==> src/hdl/nvm_prog_consts.vh <==
/*
 Constants for the parallel programming port controller: register map,
 pin action codes, device command bytes and pulse timing.
 Assumes inclusion by bare name from the controller file.
*/
`ifndef NVM_PROG_CONSTS_VH
`define NVM_PROG_CONSTS_VH

// Register byte offsets
`define REG_CTRL 4'h0
`define REG_DATA 4'h4
`define REG_STAT 4'h8

// Control register fields
`define CTRL_GO_BIT 0
`define CTRL_OP_LSB 4
`define CTRL_OP_MSB 6
`define CTRL_SEL_LSB 8
`define CTRL_SEL_MSB 9
`define CTRL_BYTE_LSB 16
`define CTRL_BYTE_MSB 23

// Operations requested by software
`define OP_LOAD_CMD 3'h0
`define OP_LOAD_ADDR 3'h1
`define OP_LOAD_DATA 3'h2
`define OP_LATCH 3'h3
`define OP_WRITE 3'h4
`define OP_READ 3'h5

// Action select codes
`define ACT_ADDR 2'h0
`define ACT_DATA 2'h1
`define ACT_CMD 2'h2
`define ACT_IDLE 2'h3

// Device command bytes
`define CMD_NOP 8'h00
`define CMD_READ_FLASH 8'h02
`define CMD_READ_EEPROM 8'h03
`define CMD_WRITE_FLASH 8'h10
`define CMD_WRITE_EEPROM 8'h11
`define CMD_WRITE_FUSE 8'h40

// Byte select pair codes
`define BSEL_LOW 2'h0
`define BSEL_HIGH 2'h1
`define BSEL_EXT 2'h2

// Pulse timing in ns and in cycles at 10 ns
`define CLK_PERIOD_NS 10
`define PULSE_NS 250
`define PULSE_CYC ((`PULSE_NS + `CLK_PERIOD_NS - 1) / `CLK_PERIOD_NS)
`define SETUP_NS 67
`define SETUP_CYC ((`SETUP_NS + `CLK_PERIOD_NS - 1) / `CLK_PERIOD_NS)
`define BUSY_WAIT_NS 1000
`define BUSY_WAIT_CYC ((`BUSY_WAIT_NS + `CLK_PERIOD_NS - 1) / `CLK_PERIOD_NS)

`endif

==> src/hdl/nvm_prog_host.v <==
/*
 Host controller for a parallel flash/EEPROM/fuse programming port.
 Software writes a control word over AXI4-Lite; the controller sets the
 select pins, drives the data bus unless reading and gives one timed strobe, then reports.
 Assumes the device is already in programming mode and pins are synchronous.
*/
`timescale 1ns/10ps
`default_nettype none
`include "nvm_prog_consts.vh"

module nvm_prog_host #(
    parameter PULSE_CYCLES = `PULSE_CYC,
    parameter SETUP_CYCLES = `SETUP_CYC,
    parameter BUSY_WAIT_CYCLES = `BUSY_WAIT_CYC
) (
    input wire aclk,
    input wire aresetn,
    input wire [3:0] s_axi_awaddr,
    input wire s_axi_awvalid,
    output wire s_axi_awready,
    input wire [31:0] s_axi_wdata,
    input wire [3:0] s_axi_wstrb,
    input wire s_axi_wvalid,
    output wire s_axi_wready,
    output reg [1:0] s_axi_bresp,
    output reg s_axi_bvalid,
    input wire s_axi_bready,
    input wire [3:0] s_axi_araddr,
    input wire s_axi_arvalid,
    output wire s_axi_arready,
    output reg [31:0] s_axi_rdata,
    output reg [1:0] s_axi_rresp,
    output reg s_axi_rvalid,
    input wire s_axi_rready,
    output reg action_sel_hi,
    output reg action_sel_lo,
    output reg byte_sel_lo,
    output reg byte_sel_hi,
    output reg page_latch_strobe,
    output reg load_strobe,
    output reg write_n,
    output reg output_enable_n,
    input wire [7:0] data_in,
    output reg [7:0] data_out,
    output reg data_oe,
    input wire ready_busy_out
);

    localparam [4:0] ST_IDLE = 5'h01;
    localparam [4:0] ST_SETUP = 5'h02;
    localparam [4:0] ST_PULSE = 5'h04;
    localparam [4:0] ST_HOLD = 5'h08;
    localparam [4:0] ST_WAIT = 5'h10;

    reg [4:0] state_q;
    reg [2:0] op_q;
    reg [1:0] sel_q;
    reg [7:0] byte_q;
    reg [7:0] read_q;
    reg [7:0] last_cmd_q;
    reg [15:0] cnt_q;
    reg busy_q;
    reg done_q;
    reg err_q;
    reg aw_held_q;
    reg w_held_q;
    reg [3:0] awaddr_q;
    reg [31:0] wdata_q;

    wire aw_take = s_axi_awvalid && !aw_held_q && !s_axi_bvalid;
    wire w_take = s_axi_wvalid && !w_held_q && !s_axi_bvalid;
    wire have_aw = aw_held_q || aw_take;
    wire have_w = w_held_q || w_take;
    wire [3:0] wr_addr = aw_held_q ? awaddr_q : s_axi_awaddr;
    wire [31:0] wr_data = w_held_q ? wdata_q : s_axi_wdata;
    wire wr_fire = have_aw && have_w && !s_axi_bvalid;
    wire go = wr_fire && wr_addr == `REG_CTRL && wr_data[`CTRL_GO_BIT] && s_axi_wstrb[0];
    wire [2:0] go_op = wr_data[`CTRL_OP_MSB:`CTRL_OP_LSB];

    assign s_axi_awready = !aw_held_q && !s_axi_bvalid;
    assign s_axi_wready = !w_held_q && !s_axi_bvalid;
    assign s_axi_arready = !s_axi_rvalid;

    // Action select pair for a load-strobe operation
    function [1:0] act_of;
        input [2:0] op;
        begin
            case (op)
                `OP_LOAD_CMD: act_of = `ACT_CMD;
                `OP_LOAD_ADDR: act_of = `ACT_ADDR;
                `OP_LOAD_DATA: act_of = `ACT_DATA;
                default: act_of = `ACT_IDLE;
            endcase
        end
    endfunction

    // Byte select pair for the operation
    function [1:0] sel_of;
        input [2:0] op;
        input [1:0] sel;
        begin
            if (op == `OP_LOAD_CMD) begin
                sel_of = `BSEL_LOW;
            end else if (op == `OP_LATCH) begin
                sel_of = `BSEL_HIGH;
            end else if (op == `OP_LOAD_DATA || op == `OP_READ) begin
                sel_of = {1'b0, sel[0]};
            end else begin
                sel_of = sel;
            end
        end
    endfunction

    // Register write path
    always @(posedge aclk) begin
        if (!aresetn) begin
            aw_held_q <= 1'b0;
            w_held_q <= 1'b0;
            awaddr_q <= 4'h0;
            wdata_q <= 32'h0;
            s_axi_bvalid <= 1'b0;
            s_axi_bresp <= 2'h0;
        end else begin
            if (s_axi_bvalid && s_axi_bready) begin
                s_axi_bvalid <= 1'b0;
            end
            if (wr_fire) begin
                aw_held_q <= 1'b0;
                w_held_q <= 1'b0;
                s_axi_bvalid <= 1'b1;
                if (wr_addr == `REG_CTRL || wr_addr == `REG_DATA || wr_addr == `REG_STAT) begin
                    s_axi_bresp <= 2'h0;
                end else begin
                    s_axi_bresp <= 2'h2;
                end
            end else begin
                if (aw_take) begin
                    aw_held_q <= 1'b1;
                    awaddr_q <= s_axi_awaddr;
                end
                if (w_take) begin
                    w_held_q <= 1'b1;
                    wdata_q <= s_axi_wdata;
                end
            end
        end
    end

    // Register read path
    always @(posedge aclk) begin
        if (!aresetn) begin
            s_axi_rvalid <= 1'b0;
            s_axi_rdata <= 32'h0;
            s_axi_rresp <= 2'h0;
        end else if (s_axi_rvalid) begin
            if (s_axi_rready) begin
                s_axi_rvalid <= 1'b0;
            end
        end else if (s_axi_arvalid) begin
            s_axi_rvalid <= 1'b1;
            s_axi_rresp <= 2'h0;
            if (s_axi_araddr == `REG_CTRL) begin
                s_axi_rdata <= {8'h0, byte_q, 6'h0, sel_q, 1'b0, op_q, 4'h0};
            end else if (s_axi_araddr == `REG_DATA) begin
                s_axi_rdata <= {16'h0, last_cmd_q, read_q};
            end else if (s_axi_araddr == `REG_STAT) begin
                s_axi_rdata <= {28'h0, ready_busy_out, err_q, done_q, busy_q};
            end else begin
                s_axi_rdata <= 32'h0;
                s_axi_rresp <= 2'h2;
            end
        end
    end

    // Pin sequencer
    always @(posedge aclk) begin
        if (!aresetn) begin
            state_q <= ST_IDLE;
            op_q <= `OP_LOAD_CMD;
            sel_q <= 2'h0;
            byte_q <= 8'h0;
            read_q <= 8'h0;
            last_cmd_q <= `CMD_NOP;
            cnt_q <= 16'h0;
            busy_q <= 1'b0;
            done_q <= 1'b0;
            err_q <= 1'b0;
            action_sel_hi <= 1'b1;
            action_sel_lo <= 1'b1;
            byte_sel_lo <= 1'b0;
            byte_sel_hi <= 1'b0;
            page_latch_strobe <= 1'b0;
            load_strobe <= 1'b0;
            write_n <= 1'b1;
            output_enable_n <= 1'b1;
            data_out <= 8'h0;
            data_oe <= 1'b0;
        end else begin
            case (state_q)
                ST_IDLE: begin
                    if (go) begin
                        op_q <= go_op;
                        sel_q <= wr_data[`CTRL_SEL_MSB:`CTRL_SEL_LSB];
                        byte_q <= wr_data[`CTRL_BYTE_MSB:`CTRL_BYTE_LSB];
                        busy_q <= 1'b1;
                        done_q <= 1'b0;
                        err_q <= !ready_busy_out;
                        {action_sel_hi, action_sel_lo} <= act_of(go_op);
                        {byte_sel_hi, byte_sel_lo} <= sel_of(go_op, wr_data[`CTRL_SEL_MSB:`CTRL_SEL_LSB]);
                        data_out <= wr_data[`CTRL_BYTE_MSB:`CTRL_BYTE_LSB];
                        data_oe <= go_op != `OP_READ;
                        if (go_op == `OP_LOAD_CMD) begin
                            last_cmd_q <= wr_data[`CTRL_BYTE_MSB:`CTRL_BYTE_LSB];
                        end
                        cnt_q <= SETUP_CYCLES[15:0];
                        state_q <= ST_SETUP;
                    end
                end
                ST_SETUP: begin
                    if (cnt_q <= 16'h1) begin
                        cnt_q <= PULSE_CYCLES[15:0];
                        state_q <= ST_PULSE;
                        if (op_q == `OP_LATCH) begin
                            page_latch_strobe <= 1'b1;
                        end else if (op_q == `OP_WRITE) begin
                            write_n <= 1'b0;
                        end else if (op_q == `OP_READ) begin
                            output_enable_n <= 1'b0;
                        end else begin
                            load_strobe <= 1'b1;
                        end
                    end else begin
                        cnt_q <= cnt_q - 16'h1;
                    end
                end
                ST_PULSE: begin
                    if (cnt_q <= 16'h1) begin
                        if (op_q == `OP_READ) begin
                            read_q <= data_in;
                        end
                        page_latch_strobe <= 1'b0;
                        load_strobe <= 1'b0;
                        write_n <= 1'b1;
                        output_enable_n <= 1'b1;
                        cnt_q <= (op_q == `OP_WRITE) ? BUSY_WAIT_CYCLES[15:0] : PULSE_CYCLES[15:0];
                        state_q <= (op_q == `OP_WRITE) ? ST_WAIT : ST_HOLD;
                    end else begin
                        cnt_q <= cnt_q - 16'h1;
                    end
                end
                ST_WAIT: begin
                    if (cnt_q > 16'h1) begin
                        cnt_q <= cnt_q - 16'h1;
                    end else if (ready_busy_out) begin
                        cnt_q <= PULSE_CYCLES[15:0];
                        state_q <= ST_HOLD;
                    end
                end
                ST_HOLD: begin
                    if (cnt_q <= 16'h1) begin
                        data_oe <= 1'b0;
                        action_sel_hi <= 1'b1;
                        action_sel_lo <= 1'b1;
                        {byte_sel_hi, byte_sel_lo} <= `BSEL_LOW;
                        busy_q <= 1'b0;
                        done_q <= 1'b1;
                        state_q <= ST_IDLE;
                    end else begin
                        cnt_q <= cnt_q - 16'h1;
                    end
                end
                default: begin
                    state_q <= ST_IDLE;
                end
            endcase
        end
    end

endmodule // nvm_prog_host
`default_nettype wire
==> config.mk <==
export PLATFORM = sky130hd
export DESIGN_NAME = nvm_prog_host
export DESIGN_NICKNAME = d
export VERILOG_FILES = /design/src/hdl/nvm_prog_host.v
export VERILOG_INCLUDE_DIRS = /design/src /design/src/hdl
export SDC_FILE = /design/constraint.sdc
export NUM_CORES = 1
export LEC_CHECK = 0
export ABC_CLOCK_PERIOD_IN_PS = 5900
export BUFFER_PORTS_ARGS = -buffer_cell sky130_fd_sc_hd__buf_2
export CORE_ASPECT_RATIO = 0.9
export CORE_UTILIZATION = 50
export CTS_CLUSTER_SIZE = 20
export DETAILED_ROUTE_END_ITERATION = 7
export PLACE_DENSITY = 0.73
export SLEW_MARGIN = 20
export SYNTH_ARGS = -nofsm -noshare
export SYNTH_HDL_FRONTEND = slang
export SYNTH_SLANG_ARGS = --single-unit
export TNS_END_PERCENT = 5
==> constraint.sdc <==
create_clock -name aclk -period 5.9 [get_ports aclk]
set_input_delay 0.59 -clock aclk [delete_from_list [all_inputs] [get_ports aclk]]
set_output_delay 0.59 -clock aclk [all_outputs]
set_load 0.05 [all_outputs]
# Yosys cells after proc, flatten, opt, wreduce, memory -nomap -nowiden
# Index checks and enable logic that the tools add are counted.
# totals
ff_bits	130
inputBits	60
word_cells	175
# op_classes
add_sub_neg	1
order_cmp	2
eq_ne	31
mux	67
bitwise_logic	3
n_reduce_logical	43
# op_table
op	n
16-bit 2-to-1 mux	7
16-bit case mux with 5 select lines	1
24-bit 2-to-1 mux	2
5-bit 2-to-1 mux	7
1-bit 2-to-1 mux	27
2-bit inequality test, second input constant	13
5-bit case mux with 5 select lines	1
1-bit case mux with 2 select lines	11
6-bit AND reduction	3
16-bit by 1-bit greater-than comparator with 1-bit output, second input constant	1
16-bit by 1-bit less-or-equal comparator with 1-bit output, second input constant	1
16-bit by 1-bit subtractor with 16-bit output, second input constant	1
2-bit 2-to-1 mux	7
1-bit logical AND	12
3-bit by 2-bit == test with 1-bit output, second input constant	3
3-bit == test, second input constant	3
3-bit AND reduction	3
4-bit by 3-bit == test with 1-bit output, second input constant	2
4-bit == test, second input constant	2
4-bit logical NOT	2
4-bit 2-to-1 mux	2
2-bit AND reduction	4
4-bit AND reduction	2
7-bit 2-to-1 mux	1
16 further kinds	29

# Longest topological paths before layout
# depth
word_depth	11
mapped_depth	10

# Worst setup path after synthesis
# OpenSTA, ideal clock, no wires.
# synth_path
kind	register to register
start	register cnt_q[0]
end	register cnt_q[15]
setup_ns	0.116
arrival_ns	2.088
t_required_ns	5.784
setup_slack_ns	3.696
path_stages_with_launch	9
n_path_buf	1
synth_period_minus_slack_ns	2.204
path_cell_list	dfxtp_1 inv_1 ha_1 o21ai_0 a2111oi_4 nor3b_2 buf_6 o21ai_0 a31o_2
# synth_via
elab_chain_cells	3
# synth_lines
element	line	source
start, declared	nvm_prog_host.v:61	reg [15:0] cnt_q;
start signal, assigned	nvm_prog_host.v:215	cnt_q <= SETUP_CYCLES[15:0];
start signal, assigned	nvm_prog_host.v:221	cnt_q <= PULSE_CYCLES[15:0];
start signal, assigned	nvm_prog_host.v:233	cnt_q <= cnt_q - 16'h1;
16-bit by 1-bit subtractor with 16-bit output (tied with other cells)	-	
16-bit 2-to-1 mux (tied with other cells)	nvm_prog_host.v:260	if (cnt_q <= 16'h1) begin
16-bit case mux with 5 select lines / 4-bit AND reduction (equally long branches)	-	
# Several ways; a longest one is shown, not always the timed one. The select of a mux whose other input is x is not followed.
# A chain may end at the register's enable or synchronous reset.

# Worst setup path after layout
# layout_path
start	register w_held_q
end	register last_cmd_q[5]
# layout_via
elab_chain_cells	10
# layout_lines
element	line	source
start, declared	nvm_prog_host.v:66	reg w_held_q;
start signal, assigned	nvm_prog_host.v:118	w_held_q <= 1'b0;
start signal, assigned	nvm_prog_host.v:129	w_held_q <= 1'b0;
start signal, assigned	nvm_prog_host.v:142	w_held_q <= 1'b1;
1-bit logical NOT	nvm_prog_host.v:71	wire w_take = s_axi_wvalid && !w_held_q && !s_axi_bvalid;
1-bit logical AND (2 in series)	nvm_prog_host.v:71	
1-bit logical OR	nvm_prog_host.v:73	wire have_w = w_held_q || w_take;
1-bit logical AND (2 in series)	nvm_prog_host.v:76	wire wr_fire = have_aw && have_w && !s_axi_bvalid;
1-bit logical AND (no source line)	-	
1-bit logical AND (2 in series)	nvm_prog_host.v:77	wire go = wr_fire && wr_addr == `REG_CTRL && wr_data[`CTRL_GO_BIT] && s_axi_wstrb[0];
3-bit AND reduction (no source line)	-	
end signal, assigned	nvm_prog_host.v:183	last_cmd_q <= `CMD_NOP;
end signal, assigned	nvm_prog_host.v:213	last_cmd_q <= wr_data[`CTRL_BYTE_MSB:`CTRL_BYTE_LSB];
end, declared	nvm_prog_host.v:60	reg [7:0] last_cmd_q;
# Several ways; a longest one is shown, not always the timed one.

==> run_results.csv <==
group,metric,value,unit
worst_hold_path,hold_class,"input port to flop",
floorplanning,design.portCount,118,
clocking,cts_post_setup_buffers_inserted,0,
power_and_ir_drop,static_leakage,2.41,nW
clocking,ctsRootBufferMaster,"sky130_fd_sc_hd__clkbuf_16",
timing,final_critical_path_setup_slack,2.66,ns
layout,mostFrequentLayoutCell,"sky130_fd_sc_hd__dfxtp_1",
grt,first_global_vias,3977,
clocking,cts.htree.levels,3,
critical_path,crit_slowest_cell,"sky130_fd_sc_hd__dfxtp_1",
timing,timing.fmax,309,MHz
grt,global_route.overflow_total,0,
floorplanning,design.die.area,10600,sq um
timing,worst-slew-pin-transition,0.984,ns
grt,globalRouteTotalUtil,0.228,
drt,totalWireLength,11500,microns
timing,finalHoldViolCount,0,
synthesis,postSynth.topFlopCell,"sky130_fd_sc_hd__dfxtp_1",
critical_path,path_delay_family,"simple AND/OR/NAND/NOR gates",
timing,period_minus_slack,3.24,ns
synthesis,post_synth_inst_count,571,
critical_path,critical_path_required_time,6.17,ns
critical_path,worst_setup_sp_type,"flop",
critical_path,worstRegToRegCells,7,
clocking,hold_buffers,0,
synthesis,ys_ff_latch,110,
critical_path,worst_r2r_dst,"last_cmd_q[5]",
drt,viasPerCell,5.62,
layout,utilization,0.589,
placed_design,detailedPlace.worstSlack,2.71,ns
clocking,clock_sinks,110,
layout,drive_above_1_share,0.202,
power_and_ir_drop,power.total,1.56,mW
synthesis,avg_cell_area_syn,8.89,sq um
timing,clock_skew,0.00877,ns
job,max-cap-violations,0,
clocking,clk_transition_reported_paths,0.07,ns
critical_path,timing.setup.critical_path_class,"flop to flop",
clocking,insertion_delay_to_the_later_sink_of_the_worst_skew_pair,0.35,ns
critical_path,worstReg2RegStart,"w_held_q",
worst_hold_path,hp-start,"s_axi_rready",
placed_design,dp_cells,751,
floorplanning,start_util,0.519,
floorplanning,core_area,9780,sq um
placed_design,dp_area,5470,sq um
timing,rsz_0062_raised_after_global_routing,"false",
critical_path,critical_path_cell_by_cell,"o22ai_1 -> nor4b_2 -> and4_1 -> buf_4 -> and3_1 -> nor2_1 -> a211oi_2",
clocking,cts_tree,"built",
power_and_ir_drop,vdd.ir_drop.worst,0.196,mV
timing,min_period_over_period,0.549,
timing,timing.hold.ws,0.425,ns
clocking,post_cts.resized_instances,0,
grt,grt_first_pass_wirelength,19000,microns
placed_design,io_buffers,86,
drt,number_of_drc_violations_after_detailed_routing,0,
floorplanning,die_width,108,microns
critical_path,cp_max_fo,34,
critical_path,reg2reg_setup_slack,2.66,ns
layout,layout_common_cells,"110 x sky130_fd_sc_hd__dfxtp_1, 102 x sky130_fd_sc_hd__nor2_1, 86 x sky130_fd_sc_hd__buf_2, 48 x sky130_fd_sc_hd__mux2i_1, 37 x sky130_fd_sc_hd__nand2_1",
timing,slew_headroom,0.343,
timing,tns,0,ns
drt,firstDrtPassIters,4,
layout,post_route_non_filler_standard_cell_count,766,
synthesis,synth-edff-count,0,
status,status,"complete, no violations",
worst_hold_path,hold_path_depth,2,
layout,area_growth_syn_to_layout,13.5,%
placed_design,hpwl,8050,microns
clocking,tritoncts.num_buffers,9,
floorplanning,die-height,97.6,microns
clocking,clockBufferDepth,2,
placed_design,gpl.final_weighted_congestion,0.803,
drt,drt-wirelength-per-cell,15.0,microns
synthesis,synth_cell_type_count,71,
timing,finalSetupViolCount,0,
synthesis,seq_area_frac_synth,0.434,
layout,nets,698,
critical_path,worst-endpoint-arrival,3.51,ns
critical_path,cpPeakStageDelay,0.97,ns
drt,count_of_nets_left_with_antenna_violations_after_detail_routing,0,
power_and_ir_drop,power_per_cell_area,271,nW/um^2
layout,postLayoutCellArea,5760,sq um
grt,largest_net_degree_at_the_start_of_global_routing,81,
layout,n_antenna_cell,0,
drt,drt_iter0_drc,222,
synthesis,mappedNetlistArea,5080,sq um
drt,detailroute.via_count,4303,
synthesis,synthesis.yosys.warnings,0,
worst_hold_path,holdPathEnd,"s_axi_rvalid",
critical_path,end_kind,"flop",
critical_path,worstPathBufferInverterCount,1,
timing,maxSlewViolCount,0,
grt,grt_antenna_before_repair,0,
synthesis,postSynth.asyncResetShare,0,
floorplanning,row_count,34,
layer usage:
metal	wire length, microns	global-route usage
met3	798	0.0570
met1	5490	0.310
met2	5090	0.353
met4	100	0.0664
met5	0	0
report_power, final:
group / internal [mW] / switching, mW
Sequential: 0.755 / 0.0167
Combinational: 0.0587 / 0.123
Clock: 0.331 / 0.279
Total: 1.14 / 0.419
flip-flops by register name, summed over array words and instances (netlist names), 3 cells and up:
name         cells
cnt_q           16
wdata_q         14
awaddr_q         4
byte_q           8
s_axi_rdata     24
last_cmd_q       8
state_q          5
read_q           8
op_q             3
synth_stat cells, types with 12 or more instances:
cell	number	area share
sky130_fd_sc_hd__a21oi_1	32	0.032
sky130_fd_sc_hd__a211oi_1	20	0.030
sky130_fd_sc_hd__mux2i_1	48	0.095
sky130_fd_sc_hd__buf_4	12	0.018
sky130_fd_sc_hd__clkbuf_1	19	0.014
sky130_fd_sc_hd__dfxtp_1	110	0.43
sky130_fd_sc_hd__a22oi_1	12	0.018
sky130_fd_sc_hd__nor3_1	16	0.016
sky130_fd_sc_hd__o21ai_0	16	0.016
sky130_fd_sc_hd__nor2_1	102	0.075
sky130_fd_sc_hd__nand2_1	37	0.027
cell type report:
class | count | area, sq um
tap | 126 | 158
timing repair buffer | 88 | 445
sequential | 110 | 2200
multi-input combinational | 421 | 2640
clock inverter | 6 | 68.8
inverter | 6 | 22.5
fill | 878 | 4020
clock buffer | 9 | 225
worst max path at each step:
stage / from / to / slack, ns / cells past startpoint
global placement: w_held_q / last_cmd_q[1] / 2.83 / 7
finish: w_held_q / last_cmd_q[5] / 2.66 / 7
detailed placement: w_held_q / last_cmd_q[3] / 2.71 / 7
floorplan: cnt_q[0] / cnt_q[15] / 3.70 / 8
global route: w_held_q / last_cmd_q[0] / 2.30 / 7
CTS: w_held_q / last_cmd_q[3] / 2.68 / 7
kinds of logic (layout without fill, tap and decap cells):
family | Yosys count | in the layout | synth area share
AO/OA/AOI/OAI | 134 | 134 | 0.186
XOR/XNOR | 6 | 6 | 0.0103
adder cells (fa/ha/maj) | 2 | 2 | 0.00493
buffers and inverters | 49 | 109 | 0.0527
flip-flops | 110 | 110 | 0.434
multiplexers | 51 | 51 | 0.101
other | 1 | 10 | 0.000738
AND/OR/NAND/NOR | 218 | 218 | 0.210
Note: power is estimated with default switching activity, not from simulation.
